### src/emad_pkg.sv
// Package for the emulation memory area decoder.
// Assumes a single 20 MHz bus clock and switch inputs that are static in use.
package emad_pkg;

  localparam int ADDR_W          = 24;
  localparam int AREA_W          = 8;
  localparam int CODE_W          = 2;
  localparam int CODE_LSB        = 21;
  localparam int CODE_MSB        = 22;
  localparam int NUM_RAM         = 2;
  localparam int NUM_LOGIC       = 2;
  localparam int NUM_TARGETS     = 4;
  localparam int DATA_W          = 16;

  // Area switch positions, one-hot, position 7 unused
  localparam int AREA_EXT10      = 0;
  localparam int AREA_NINE_SEVENTEEN = 1;
  localparam int AREA_EIGHT_FOURTEEN = 2;
  localparam int AREA_SEVEN_THIRTEEN = 3;
  localparam int AREA_SIX_SEVEN_EIGHT = 4;
  localparam int AREA_FIVE_FIFTEEN = 5;
  localparam int AREA_FOUR_ELEVEN  = 6;
  localparam logic [AREA_W-1:0] AREA_USED_MASK = 8'h7F;

  // Defaults
  localparam logic [AREA_W-1:0] RAM_AREA_DEFAULT   = 8'h01;
  localparam logic [AREA_W-1:0] LOGIC_AREA_DEFAULT = 8'h02;
  localparam logic [1:0] BLOCK0_SW_DEFAULT = 2'h1;
  localparam logic [1:0] BLOCK1_SW_DEFAULT = 2'h0;

  // Target indices in priority order
  localparam int TGT_RAM0   = 0;
  localparam int TGT_RAM1   = 1;
  localparam int TGT_LOGIC0 = 2;
  localparam int TGT_LOGIC1 = 3;

  typedef struct packed {
    logic [ADDR_W-1:0] addr;
    logic [AREA_W-1:0] area_sel_n;
    logic              rd_n;
    logic              wrh_n;
    logic              wrl_n;
  } emad_bus_type;

  typedef struct packed {
    logic [NUM_TARGETS-1:0] select;
    logic                   ram_rd_n;
    logic                   ram_wrh_n;
    logic                   ram_wrl_n;
  } emad_route_type;

  typedef enum logic [1:0] {
    EMAD_SRC_NONE  = 2'h0,
    EMAD_SRC_RAM0  = 2'h1,
    EMAD_SRC_RAM1  = 2'h3,
    EMAD_SRC_LOGIC = 2'h2
  } emad_src_type;

endpackage

### src/emad_decoder.sv
// Area decoder of the emulation memory board: RAM block and user-logic selects,
// write-protect gate, reset and interrupt routing.
// Assumes bus inputs synchronous to sys_clk_in and switches held static.
`timescale 1ns/1ps

// Function
// With the reset link closed, the pushbutton or the target reset drives the interface reset.
// With the reset link open, no local source drives the interface reset, but an incoming one is still taken.
// Emulation RAM is two 2MB blocks, each with its own base setting.
// Each block matches address bits 22:21 against the inverted two-switch code.
// Bit 23 and above are ignored, so each block aliases at two windows.
// Default switches put block zero at code 10 and block one at code 11.
// A RAM block answers only when its chosen area select is low and the code matches.
// Configuration enables one area of seven per block; the eighth position is unused.
// A RAM block with no area enabled never answers.
// Both RAM blocks default to the external area 10 select only.
// Each user-logic block is enabled by one area select, area 9/17 by default, none meaning unused.
// With protection enabled, target-program writes to emulation RAM are blocked.
// Protection covers both RAM blocks together.
// Halted allows reads and writes; running with protection allows reads only.
// The debugger must drive the halted input whenever protection is enabled.
// With the interrupt link closed, user logic may drive the interface interrupt line.
// Overlapping matches go to RAM zero, then RAM one, then the logic blocks, one data source only.
module emad_decoder
  import emad_pkg::*;
(
  // Clock, reset, enable
  input  wire logic                  sys_clk_in,
  input  wire logic                  rst_in,
  input  wire logic                  clk_en_in,
  // Processor bus
  input  wire emad_bus_type          bus_in,
  input  wire logic [DATA_W-1:0]     ram0_rdata_in,
  input  wire logic [DATA_W-1:0]     ram1_rdata_in,
  input  wire logic [DATA_W-1:0]     logic0_rdata_in,
  input  wire logic [DATA_W-1:0]     logic1_rdata_in,
  output logic [DATA_W-1:0]          bus_rdata_out,
  output logic                       bus_rdata_oe_out,
  // Switches
  input  wire logic [3:0]            ram_block_base_switches_in,
  input  wire logic [AREA_W-1:0]     ram_block0_area_select_in,
  input  wire logic [AREA_W-1:0]     ram_block1_area_select_in,
  input  wire logic [AREA_W-1:0]     logic_block0_area_select_in,
  input  wire logic [AREA_W-1:0]     logic_block1_area_select_in,
  input  wire logic                  write_protect_enable_in,
  input  wire logic                  debugger_halted_input_in,
  // Resource strobes
  output emad_route_type             route_out,
  output logic [1:0]                 ram_block_active_out,
  output logic [1:0]                 logic_block_active_out,
  // Reset routing
  input  wire logic                  reset_output_link_in,
  input  wire logic                  reset_button_n_in,
  input  wire logic                  user_target_reset_n_in,
  input  wire logic                  iface_reset_n_in,
  output logic                       iface_reset_n_out,
  output logic                       iface_reset_oe_out,
  output logic                       board_reset_n_out,
  // Interrupt routing
  input  wire logic                  interrupt_output_link_in,
  input  wire logic                  user_nmi_n_in,
  input  wire logic                  user_nmi_oe_in,
  output logic                       iface_nmi_n_out,
  output logic                       iface_nmi_oe_out
);

  ////////////////////////////////////////////////////////////////////////////
  // Configuration capture

  logic [3:0]        base_sw_q;
  logic [AREA_W-1:0] area_cfg_q [NUM_TARGETS];
  logic              wp_en_q;
  logic              cfg_loaded_q;
  logic [AREA_W-1:0] area_cfg_d [NUM_TARGETS];

  assign area_cfg_d[TGT_RAM0]   = ram_block0_area_select_in & AREA_USED_MASK;
  assign area_cfg_d[TGT_RAM1]   = ram_block1_area_select_in & AREA_USED_MASK;
  assign area_cfg_d[TGT_LOGIC0] = logic_block0_area_select_in & AREA_USED_MASK;
  assign area_cfg_d[TGT_LOGIC1] = logic_block1_area_select_in & AREA_USED_MASK;

  // Switches are sampled every enabled clock; reset holds the defaults
  always_ff @(posedge sys_clk_in or posedge rst_in)
  begin
    if (rst_in)
    begin
      base_sw_q    <= {BLOCK1_SW_DEFAULT, BLOCK0_SW_DEFAULT};
      area_cfg_q   <= '{RAM_AREA_DEFAULT, RAM_AREA_DEFAULT,
                        LOGIC_AREA_DEFAULT, LOGIC_AREA_DEFAULT};
      wp_en_q      <= 1'b0;
      cfg_loaded_q <= 1'b0;
    end
    else if (clk_en_in)
    begin
      base_sw_q    <= ram_block_base_switches_in;
      area_cfg_q   <= area_cfg_d;
      wp_en_q      <= write_protect_enable_in;
      cfg_loaded_q <= 1'b1;
    end
  end

  ////////////////////////////////////////////////////////////////////////////
  // Address and area decode

  logic [CODE_W-1:0]      addr_code;
  logic [NUM_TARGETS-1:0] area_hit;
  logic [NUM_TARGETS-1:0] target_used;
  logic [NUM_TARGETS-1:0] raw_match;
  logic [NUM_TARGETS-1:0] grant;
  logic [CODE_W-1:0]      ram_code [NUM_RAM];

  // Bit 23 and above never reach the compare
  assign addr_code = bus_in.addr[CODE_MSB:CODE_LSB];

  genvar g;
  generate
    for (g = 0; g < NUM_TARGETS; g++)
    begin : g_target
      // Area selects are active low; one-hot config picks the one that counts
      assign area_hit[g]    = |(area_cfg_q[g] & ~bus_in.area_sel_n);
      assign target_used[g] = |area_cfg_q[g];
      if (g < NUM_RAM)
      begin : g_ram
        // Switch on means bit low: both off gives 11
        assign ram_code[g]  = ~base_sw_q[2*g +: 2];
        assign raw_match[g] = target_used[g] & area_hit[g] & (addr_code == ram_code[g]);
      end
      else
      begin : g_logic
        assign raw_match[g] = target_used[g] & area_hit[g];
      end
    end
  endgenerate

  // Fixed priority so a bad configuration never drives two sources
  assign grant[TGT_RAM0]   = raw_match[TGT_RAM0];
  assign grant[TGT_RAM1]   = raw_match[TGT_RAM1] & ~raw_match[TGT_RAM0];
  assign grant[TGT_LOGIC0] = raw_match[TGT_LOGIC0] & ~|raw_match[TGT_RAM1:TGT_RAM0];
  assign grant[TGT_LOGIC1] = raw_match[TGT_LOGIC1] & ~|raw_match[TGT_LOGIC0:TGT_RAM0];

  ////////////////////////////////////////////////////////////////////////////
  // Write protect and strobe gating

  logic write_block;
  logic ram_granted;

  // One enable for both blocks; halted debugger always allows writes
  assign write_block = wp_en_q & ~debugger_halted_input_in;
  assign ram_granted = |grant[TGT_RAM1:TGT_RAM0];

  assign route_out.select    = grant;
  assign route_out.ram_rd_n  = bus_in.rd_n | ~ram_granted;
  assign route_out.ram_wrh_n = bus_in.wrh_n | ~ram_granted | write_block;
  assign route_out.ram_wrl_n = bus_in.wrl_n | ~ram_granted | write_block;

  assign ram_block_active_out   = target_used[TGT_RAM1:TGT_RAM0] & {2{cfg_loaded_q}};
  assign logic_block_active_out = target_used[TGT_LOGIC1:TGT_LOGIC0] & {2{cfg_loaded_q}};

  ////////////////////////////////////////////////////////////////////////////
  // Read data return

  emad_src_type      src_sel;
  logic [DATA_W-1:0] rdata_d;
  logic [DATA_W-1:0] rdata_q;
  logic              rdata_oe_q;

  assign src_sel = grant[TGT_RAM0] ? EMAD_SRC_RAM0 :
                   grant[TGT_RAM1] ? EMAD_SRC_RAM1 :
                   |grant[TGT_LOGIC1:TGT_LOGIC0] ? EMAD_SRC_LOGIC : EMAD_SRC_NONE;

  always_comb
  begin
    unique case (src_sel)
      EMAD_SRC_RAM0:  rdata_d = ram0_rdata_in;
      EMAD_SRC_RAM1:  rdata_d = ram1_rdata_in;
      EMAD_SRC_LOGIC: rdata_d = grant[TGT_LOGIC0] ? logic0_rdata_in : logic1_rdata_in;
      EMAD_SRC_NONE:  rdata_d = '0;
    endcase
  end

  // Registered return: data stands one clock after the read cycle is seen
  always_ff @(posedge sys_clk_in or posedge rst_in)
  begin
    if (rst_in)
    begin
      rdata_q    <= 16'h0000;
      rdata_oe_q <= 1'b0;
    end
    else if (clk_en_in)
    begin
      rdata_q    <= rdata_d;
      rdata_oe_q <= ~bus_in.rd_n & (src_sel != EMAD_SRC_NONE);
    end
  end

  assign bus_rdata_out    = rdata_q;
  assign bus_rdata_oe_out = rdata_oe_q;

  ////////////////////////////////////////////////////////////////////////////
  // Reset and interrupt routing

  logic local_reset_n;

  // Open-drain style: only pull low, never drive high
  assign local_reset_n      = reset_button_n_in & user_target_reset_n_in;
  assign iface_reset_oe_out = reset_output_link_in & ~local_reset_n;
  assign iface_reset_n_out  = 1'b0;
  // Incoming reset is honoured whatever the link does
  assign board_reset_n_out  = iface_reset_n_in & (~reset_output_link_in | local_reset_n);

  assign iface_nmi_oe_out = interrupt_output_link_in & user_nmi_oe_in;
  assign iface_nmi_n_out  = user_nmi_n_in;

endmodule

### config.mk
export PLATFORM = sky130hd
export DESIGN_NAME = emad_decoder
export DESIGN_NICKNAME = d
export VERILOG_FILES = /design/src/emad_pkg.sv /design/src/emad_decoder.sv
export SDC_FILE = /design/constraint.sdc
export NUM_CORES = 1
export LEC_CHECK = 0
export ABC_AREA = 1
export BUFFER_PORTS_ARGS = -buffer_cell sky130_fd_sc_hd__buf_2
export CORE_AREA = 2 2 106 77
export DETAILED_ROUTE_END_ITERATION = 12
export DIE_AREA = 0 0 108 79
export GPL_ROUTABILITY_DRIVEN = 0
export MAX_ROUTING_LAYER = met4
export PLACE_DENSITY_LB_ADDON = 0.2
export SYNTH_ARGS = -nofsm -noshare
export SYNTH_HDL_FRONTEND = slang
export SYNTH_SLANG_ARGS = --single-unit
### constraint.sdc
create_clock -name sys_clk_in -period 2.4 [get_ports sys_clk_in]
set_clock_uncertainty 0.2 [all_clocks]
set_input_delay 0.12 -clock sys_clk_in [delete_from_list [all_inputs] [get_ports sys_clk_in]]
set_output_delay 0.12 -clock sys_clk_in [all_outputs]
set_load 0.01 [all_outputs]
==> metrics.yaml, run 1 <==
outcome: "completed"
grt.overflow.total: 0
netlist_area_um2: 3280
cp_cell_sequence: "xnor2_1 > nor2_1 > nand2_2 > buf_12 > inv_1 > nor2_1 > buf_2"
synthCells: 492
crit_path_end_kind: "primary output"
dr.pass1.iters: 4
drt_wl_total_mm: 9.86
vias_per_cell: 4.72
numCtsBuffers: 5
grtUsageTotal_pct: 23.7
multiInputGateArea_um2: 1520
required_ns: 2.08
num_vias: 3711
path_common_cell: "nor2_1"
finalNetCount: 832
max-vdd-ir-drop_v: 0.000434
fin_hold_ws_ns: 0.00742
core_um2: 7600
rows: 27
clk_pin_slew_ns: 0.10
io_pins: 180
antenna_left: 0
leakagePower_nw: 2.83
floorplan.initialDensity_pct: 43.2
area_growth_pct: 44.2
rr_startpoint: "base_sw_q[0]"
finalPower_mw: 2.71
drc: 0
critPathMaxFanout: 41
ff_latch_area_um2: 1280
synth_cell_type_count: 30
max_cap_violations: 0
fillerInstances: 724
timing.final.crit_share_pct: 92.7
final_common_cell: "nand2_1"
wl_per_cell_um: 12.5
postLayoutCoreUtil_pct: 62.3
worstSetupEndpoint: "route_out[4]"
cts_tree: "done"
final_cell_mix: "196 x nand2_1, 149 x buf_2, 89 x inv_1, 51 x dlygate4sd3_1, 46 x dfrtp_1"
grt_pass1_vias: 3374
finalHoldViolCount: 0
crit_buf_inv: 3
reg2regPathDepth: 9
critical_path_depth: 7
grt_pass1_wl_mm: 15.5
r2r_slack_ns: 0.21
max_freq_mhz: 450
arrival_ns: 1.90
tightest_slew_ns: 0.647
setup_viol: 0
clock_tree.buffer_depth: 2
n_antenna_cell: 0
dp_hpwl_mm: 7.05
setup_tns_ns: 0
first_iter_violations: 173
antenna_found_initial: 0
critPathMaxStageDelay_ns: 0.55
fp.dieH_um: 79
io_buffers: 149
ys_ff_latch: 51
startpoint: "base_sw_q[0]"
drive_above_1_share_pct: 28.4
cts_max_level: 2
clock_latency_ns: 0.30
fin_crit_ns: 2.22
hold_path.class: "in2reg"
path_delay_family: "flip-flops"
place_area_um2: 4080
cp-start-kind: "register"
die-width_um: 108
cts_sinks: 51
die_area_um2: 8530
postSynthAreaPerCell_um2: 6.68
rsz0062_at_grt: "no"
grt_max_degree: 67
cpMaxStageDelayCell: "dfstp_2"
final_area_um2: 4740
p_per_area_nw_per_um2: 571
root_buffer: "clkbuf_8"
ys.warnings.count: 0
cts_resized: 0
slew_violations: 0
slew_headroom_pct: 56.9
yosysSeqAreaShare_pct: 39.0
critical_path_class: "reg2out"
synth_nets: 639
r2r_end: "bus_rdata_out[8]"
-- how the worst min path moves through the flow --
| stage | slack [ns] | endpoint | from | cells after the start |
|---|---|---|---|---|
| 6_report | 0.007 | bus_rdata_out[6] | ram1_rdata_in[6] | 7 |
| 5_1_grt | 0.04 | bus_rdata_out[5] | ram1_rdata_in[5] | 7 |
| 4_1_cts | 0.001 | bus_rdata_out[6] | ram1_rdata_in[6] | 7 |
| 3_5_place_dp | 0.04 | iface_nmi_n_out | user_nmi_n_in | 0 |
| 3_3_place_gp | 0.04 | iface_nmi_n_out | user_nmi_n_in | 0 |
| 2_1_floorplan | 0.02 | area_cfg_q[24] | ram_block0_area_select_in[0] | 2 |
-- state kept, by name (all words and copies together), names as in the netlist --
register	count
bus_rdata_out	16
wp_en_q	1
cfg_loaded_q	1
area_cfg_q	28
base_sw_q	4
bus_rdata_oe_out	1
-- worst reg2reg max path, delay by kind of cell (launching register included) --
kind	cells	cell delay (ns)
AND/OR/NAND/NOR	8	1.28
XOR/XNOR	1	0.11
flip-flops	1	0.55
-- Yosys cell counts --
master / n / share of area [%]
conb_1: 1 / 0.11
nand2_1: 196 / 22
a21oi_1: 1 / 0.15
clkinv_1: 1 / 0.11
o21ai_0: 39 / 5.9
buf_2: 4 / 0.61
nand2_4: 2 / 0.69
buf_4: 2 / 0.46
nand4_1: 16 / 3.0
nand2_2: 2 / 0.38
dfstp_2: 5 / 4.0
nor4_1: 4 / 0.76
nand3_2: 10 / 3.0
nor2_2: 1 / 0.19
or2_2: 1 / 0.19
nor2_4: 1 / 0.34
inv_2: 3 / 0.34
nand3_4: 2 / 1.1
buf_6: 2 / 0.69
nor3_1: 1 / 0.15
nand3_1: 22 / 3.4
clkbuf_1: 15 / 1.7
buf_12: 1 / 0.61
xnor2_1: 4 / 1.1
a41oi_1: 4 / 1.1
nor2_1: 13 / 1.5
dfrtp_1: 46 / 35
inv_1: 90 / 10
a21boi_0: 1 / 0.23
nand3b_1: 2 / 0.46
-- kinds of logic after synthesis --
group	Yosys count	share of synthesized area [%]
compound gates	45	7.39
other cells	1	0.114
buf+inv	118	14.8
flops	51	39.0
simple gates	273	37.6
xor+xnor	4	1.07
-- final cells by class --
type | instances | share of cell area, %
repair buffers | 210 | 28.4
well taps | 101 | 2.67
inverters | 94 | 7.45
flip-flops and latches | 51 | 27.1
multi-input cells | 323 | 32.0
clock inverters | 3 | 1.00
clock buffers | 5 | 1.45
-- power breakdown --
| part | internal, mW | total (mW) | switching (mW) |
|---|---|---|---|
| Clock | 0.317 | 0.623 | 0.306 |
| Sequential | 0.989 | 1.07 | 0.0790 |
| Combinational | 0.427 | 1.01 | 0.588 |
-- stage by stage --
stage	std cells	worst slack, ns
after global placement	724	0.126
after detailed placement	724	0.0857
after floorplan	492	0.501
final	787	0.176
after global routing	787	0.0616
after CTS	783	0.0467
-- what timing repair did --
action	in CTS	in global routing
setup buffers	0	4
endpoints found under the hold margin	96	0
endpoints found under the setup margin	0	20
hold buffers	51	0
-- per-layer routing --
| layer | wire length, µm | global-route usage [%] | up-vias |
|---|---|---|---|
| li1 | - | - | 1881 |
| met1 | 4690 | 32.3 | 1694 |
| met2 | 4390 | 37.0 | 126 |
| met3 | 665 | 4.60 | 10 |
| met4 | 104 | 5.13 | 0 |
| met5 | 0 | - | - |
Power figures use the tool's default switching activity.
==> inputs of run 2 (changes only) <==
--- a/config.mk
+++ b/config.mk
@@ -7,9 +7,9 @@
 export LEC_CHECK = 0
 export ABC_AREA = 1
 export BUFFER_PORTS_ARGS = -buffer_cell sky130_fd_sc_hd__buf_2
-export CORE_AREA = 2 2 106 77
+export CORE_AREA = 2 2 112 81
 export DETAILED_ROUTE_END_ITERATION = 12
-export DIE_AREA = 0 0 108 79
+export DIE_AREA = 0 0 114 83
 export GPL_ROUTABILITY_DRIVEN = 0
 export MAX_ROUTING_LAYER = met4
 export PLACE_DENSITY_LB_ADDON = 0.2
==> run 2 against run 1 <==
Maximum frequency increased by 0.47%; design area increased by 1.8%; sequential share of layout area decreased by 0.48 points; setup slack improved by 0.011 ns; clock-buffer cell count unchanged; critical path depth unchanged; clock power increased by 51%; largest power group unchanged; highest routed layer unchanged.
==> metrics.yaml, run 2 (same netlist as run 1, synthesis figures left out) <==
drive_above_1_share_pct: 28.3  # was 28.4%
n_antenna_cell: 0  # unchanged
setup_viol: 0  # unchanged
min_path_cells: 7  # unchanged
wl_per_cell_um: 13.0  # was 12.5 µm
setup_tns_ns: 0  # unchanged
io_buffers: 149  # unchanged
crit_path_end_kind: "primary output"  # unchanged
grt_pass1_wl_mm: 16.2  # was 15.5 mm
share_seq_of_total_power_pct: 35.3  # was 39.5%
cts_sinks: 51  # unchanged
fin_crit_ns: 2.21  # was 2.22 ns
grt_pass1_vias: 3395  # was 3374
hold_path.class: "in2reg"  # unchanged
max_cap_violations: 0  # unchanged
fin_hold_ws_ns: 0.0246  # was 0.00742 ns
die-width_um: 114  # was 108 µm
dp_hpwl_mm: 7.33  # was 7.05 mm
ff_latch_area_um2: 1280  # unchanged
rsz0062_at_grt: "no"  # unchanged
io_pins: 180  # unchanged
final_cell_mix: "196 x nand2_1, 149 x buf_2, 89 x inv_1, 51 x dlygate4sd3_1, 46 x dfrtp_1"  # unchanged
holdCritStartpoint: "ram1_rdata_in[3]"  # was ram1_rdata_in[6]
num_vias: 3683  # was 3711
vias_per_cell: 4.66  # was 4.72
max_freq_mhz: 452  # was 450 MHz
arrival_ns: 1.89  # was 1.90 ns
rows: 28  # was 27
startpoint: "base_sw_q[0]"  # unchanged
clock_tree.buffer_depth: 2  # unchanged
grt_max_degree: 67  # unchanged
first_iter_violations: 203  # was 173
finalHoldViolCount: 0  # unchanged
dr.pass1.iters: 6  # was 4
timing.final.crit_share_pct: 92.2  # was 92.7%
pwr-share-comb_pct: 33.8  # was 37.5%
power.share.switching_pct: 33.4  # was 36.0%
area_growth_pct: 46.9  # was 44.2%
r2r_end: "bus_rdata_out[10]"  # was bus_rdata_out[8]
min_to: "bus_rdata_out[3]"  # was bus_rdata_out[6]
antenna_found_initial: 0  # unchanged
critical_path_class: "reg2out"  # unchanged
intPower_mw: 2.02  # was 1.73 mW
p_per_area_nw_per_um2: 629  # was 571 nW/µm²
floorplan.initialDensity_pct: 39.4  # was 43.2%
clock_latency_ns: 0.29  # was 0.30 ns
grtUsageTotal_pct: 21.9  # was 23.7%
max-vdd-ir-drop_v: 0.000518  # was 0.000434 V
grt.overflow.total: 0  # unchanged
slew_violations: 0  # unchanged
drc: 0  # unchanged
tightest_slew_ns: 0.601  # was 0.647 ns
critPathMaxFanout: 41  # unchanged
outcome: "completed"  # unchanged
reg2regPathDepth: 9  # unchanged
switchingPower_mw: 1.02  # was 0.973 mW
cts_tree: "done"  # unchanged
rr_startpoint: "base_sw_q[0]"  # unchanged
die_area_um2: 9460  # was 8530 µm²
largest_reg_flops: 28  # unchanged
required_ns: 2.08  # about the same
cts_max_level: 2  # unchanged
slew_headroom_pct: 59.9  # was 56.9%
r2r_slack_ns: 0.25  # was 0.21 ns
pwr-share-clk_pct: 31.0  # was 23.0%
root_buffer: "clkbuf_16"  # was clkbuf_8
drt_wl_total_mm: 10.3  # was 9.86 mm
multiInputGateArea_um2: 1520  # about the same
regMostFlops: "area_cfg_q"  # unchanged
fillerInstances: 827  # was 724
finalNetCount: 831  # was 832
fp.dieH_um: 83  # was 79 µm
cp-start-kind: "register"  # unchanged
antenna_left: 0  # unchanged
final_common_cell: "nand2_1"  # unchanged
numCtsBuffers: 5  # unchanged
core_um2: 8340  # was 7600 µm²
clk_pin_slew_ns: 0.07  # was 0.10 ns
leakagePower_nw: 2.86  # was 2.83 nW
-- run 2: routing by layer --
metal / routed length [µm] / track usage (%) / up-vias / part of all wire (%)
met1: 5100 / 32.4 / 1668 / 50
met4: 89 / 3.99 / 0 / 0.86
met2: 4470 / 32.1 / 130 / 43
met5: 0 / - / - / 0
li1: - / - / 1879 / -
met3: 629 / 3.36 / 6 / 6.1
-- run 2: worst max-delay path, cell delays in order, from the launching register on --
cell and delay [ns]:
dfstp_2 0.54, xnor2_1 0.07, nor2_1 0.22, nand2_2 0.26
buf_12 0.26, inv_1 0.08, nor2_1 0.04, buf_2 0.14
-- run 2: what timing repair did --
action | in CTS | in global routing
gates resized for setup | 0 | 1
setup buffers | 0 | 2
endpoints found under the setup margin | 0 | 19
hold buffers | 51 | 0
hold endpoints to repair | 80 | 0
-- run 2: power groups by stage --
stage,Sequential [mW],Combinational (mW),Clock [mW]
2_1_floorplan,1.10,0.590,0
3_3_place_gp,1.08,0.932,0
3_5_place_dp,1.08,0.949,0
4_1_cts,1.07,1.01,0.959
5_1_grt,1.09,1.16,0.996
6_report,1.07,1.03,0.940
-- run 2: worst max path at each step --
stage / to / cells past startpoint / slack [ns]
floorplan: bus_rdata_out[0] / 10 / 0.50
global placement: bus_rdata_out[10] / 9 / 0.11
detailed placement: bus_rdata_out[10] / 9 / 0.06
CTS: bus_rdata_out[10] / 9 / 0.06
global route: route_out[5] / 8 / 0.05
finish: route_out[4] / 7 / 0.19
-- run 2: final cells by class --
cell class / instances / share of cell area [%]
Sequential cell: 51 / 26.6
Inverter: 94 / 7.32
Clock buffer: 5 / 2.59
Tap cell: 105 / 2.72
Clock inverter: 3 / 1.48
Multi-Input combinational cell: 323 / 31.6
Timing Repair Buffer: 209 / 27.7
-- run 2: metrics by stage --
step | setup WS (ns) | power [mW] | util, % | cells | area [µm²]
5_1_grt | 0.0531 | 3.24 | 57.8 | 790 | 4820
2_1_floorplan | 0.501 | 1.69 | - | 492 | 3280
3_5_place_dp | 0.0621 | 2.03 | 49.1 | 729 | 4090
3_3_place_gp | 0.106 | 2.01 | 49.1 | 729 | 4090
4_1_cts | 0.0563 | 3.04 | 57.6 | 788 | 4800
6_report | 0.186 | 3.04 | 57.8 | 790 | 4820
==> inputs of run 3 (changes only) <==
==> constraint.sdc (replaced) <==
create_clock -name sys_clk_in -period 2.75 [get_ports sys_clk_in]
set_clock_uncertainty 0.2 [all_clocks]
set_input_delay 0.1375 -clock sys_clk_in [delete_from_list [all_inputs] [get_ports sys_clk_in]]
set_output_delay 0.1375 -clock sys_clk_in [all_outputs]
set_load 0.01 [all_outputs]
==> run 3 against run 2 <==
Register-to-register slack better by 0.18 ns; power is 20% lower; setup slack better by 0.24 ns; flip-flop and latch count unchanged; clock-buffer cell count is the same; critical path depth is 2 higher; first-iteration DRC count grew 19%; global-route usage is 0.89 points higher; cell count is 0.25% lower; utilization is 1.0 points lower; non-clock buffer count fell by 2.
==> metrics.yaml, run 3 (same netlist as run 1, synthesis figures left out) <==
grt_max_degree: 67  # unchanged
max_freq_mhz: 431
drive_above_1_share_pct: 28.1  # was 28.3%
r2r_end: "bus_rdata_out[10]"  # unchanged
grt_pass1_vias: 3507  # was 3395
pwr-share-clk_pct: 25.6  # was 31.0%
io_pins: 180  # unchanged
regMostFlops: "area_cfg_q"  # unchanged
clock_latency_ns: 0.29  # about the same
pwr-share-comb_pct: 36.0  # was 33.8%
dp_hpwl_mm: 7.40  # was 7.33 mm
r2r_slack_ns: 0.43  # was 0.25 ns
antenna_left: 0  # unchanged
min_path_cells: 7  # unchanged
io_buffers: 149  # unchanged
clock_tree.buffer_depth: 2  # unchanged
cts_tree: "done"  # unchanged
core_um2: 8340  # unchanged
area_growth_pct: 44.3  # was 46.9%
leakagePower_nw: 2.82  # was 2.86 nW
switchingPower_mw: 0.874  # was 1.02 mW
cts_sinks: 51  # unchanged
die_area_um2: 9460  # unchanged
min_to: "bus_rdata_out[3]"  # unchanged
hold_buffers: 51  # unchanged
outcome: "completed"  # unchanged
final_area_um2: 4740  # was 4820 µm²
crit_path_end_kind: "register"  # was primary output
slew_headroom_pct: 60.0  # was 59.9%
place_area_um2: 4080  # was 4090 µm²
root_buffer: "clkbuf_16"  # unchanged
timing.final.crit_share_pct: 84.4
slew_violations: 0  # unchanged
cp-start-kind: "register"  # unchanged
n_antenna_cell: 0  # unchanged
finalHoldViolCount: 0  # unchanged
hold_path.class: "in2reg"  # unchanged
finalNetCount: 829  # was 831
drt_wl_total_mm: 10.3  # about the same
cts_max_level: 2  # unchanged
required_ns: 2.73  # was 2.08 ns
cts_resized: 0  # unchanged
max_cap_violations: 0  # unchanged
arrival_ns: 2.30  # was 1.89 ns
setup_viol: 0  # unchanged
floorplan.initialDensity_pct: 39.4  # unchanged
first_iter_violations: 241  # was 203
numCtsBuffers: 5  # unchanged
die-width_um: 114  # unchanged
rsz0062_at_grt: "no"  # unchanged
rr_startpoint: "base_sw_q[2]"  # was base_sw_q[0]
vias_per_cell: 4.74  # was 4.66
grtUsageTotal_pct: 22.8  # was 21.9%
rows: 28  # unchanged
critical_path_class: "reg2reg"  # was reg2out
setup_tns_ns: 0  # unchanged
postCtsSetupBuffers: 0  # unchanged
max-vdd-ir-drop_v: 0.000270  # was 0.000518 V
share_seq_of_total_power_pct: 38.4  # was 35.3%
drc: 0  # unchanged
fin_crit_ns: 2.32
clk_pin_slew_ns: 0.07  # about the same
intPower_mw: 1.57  # was 2.02 mW
final_common_cell: "nand2_1"  # unchanged
final_cell_mix: "196 x nand2_1, 149 x buf_2, 89 x inv_1, 51 x dlygate4sd3_1, 46 x dfrtp_1"  # unchanged
tightest_slew_ns: 0.597  # was 0.601 ns
largest_reg_flops: 28  # unchanged
critPathMaxFanout: 20  # was 41
dr.pass1.iters: 5  # was 6
grt_pass1_wl_mm: 16.9  # was 16.2 mm
fp.dieH_um: 83  # unchanged
power.share.switching_pct: 35.8  # was 33.4%
p_per_area_nw_per_um2: 515  # was 629 nW/µm²
num_vias: 3735  # was 3683
grt.overflow.total: 0  # unchanged
holdCritStartpoint: "ram1_rdata_in[3]"  # unchanged
wl_per_cell_um: 13.1  # was 13.0 µm
antenna_found_initial: 0  # unchanged
reg2regPathDepth: 9  # unchanged
-- run 3: worst max path at each step --
| stage | from | endpoint | slack [ns] | cells past startpoint |
|---|---|---|---|---|
| 2_1_floorplan | area_cfg_q[9] | bus_rdata_out[0] | 0.85 | 10 |
| 3_3_place_gp | base_sw_q[2] | bus_rdata_out[10] | 0.44 | 9 |
| 3_5_place_dp | base_sw_q[2] | bus_rdata_out[10] | 0.42 | 9 |
| 4_1_cts | base_sw_q[2] | bus_rdata_out[10] | 0.42 | 9 |
| 5_1_grt | base_sw_q[2] | bus_rdata_out[10] | 0.26 | 9 |
| 6_report | base_sw_q[2] | bus_rdata_out[10] | 0.43 | 9 |
-- run 3: final cells by class --
type	instances	area (µm²)
Tap cell	105	131
Inverter	94	353
Clock buffer	5	125
Clock inverter	3	23.8
Sequential cell	51	1280
Fill cell	819	3600
Multi-Input combinational cell	323	1520
Timing Repair Buffer	207	1310
-- run 3: routing by layer --
layer | GRT usage, % | up-vias | part of all wire [%]
met3 | 2.55 | 12 | 6.9
li1 | - | 1880 | -
met1 | 33.5 | 1692 | 48
met4 | 4.43 | 0 | 1.2
met2 | 34.1 | 151 | 44
met5 | - | - | 0
-- run 3: power by group through the flow --
stage / clock, mW / combinational (mW) / sequential [mW]
4_1_cts: 0.642 / 0.882 / 0.935
3_5_place_dp: 0 / 0.826 / 0.946
5_1_grt: 0.673 / 1.00 / 0.951
3_3_place_gp: 0 / 0.809 / 0.942
6_report: 0.625 / 0.878 / 0.937
2_1_floorplan: 0 / 0.515 / 0.962
-- run 3: critical path, cell delays in order, from the launching register on --
cell,delay [ns]
dfrtp_1,0.39
xnor2_1,0.16
nor2_4,0.40
nand2_4,0.25
nand3_4,0.28
nand2_4,0.20
nand3_1,0.16
nand2_1,0.07
nand2_1,0.05
nand2_1,0.04
-- run 3: stage by stage --
step                      hold WS (ns)  setup slack (ns)  power [mW]  utilization, %  instances
after detailed placement       -0.0507             0.420        1.77            48.9        729
after floorplan                 0.0337             0.851        1.48               -        492
after global routing            0.0751             0.264        2.62            56.8        788
after CTS                       0.0444             0.418        2.46            56.8        788
after global placement         -0.0492             0.439        1.75            48.9        729
final                           0.0502             0.428        2.44            56.8        788
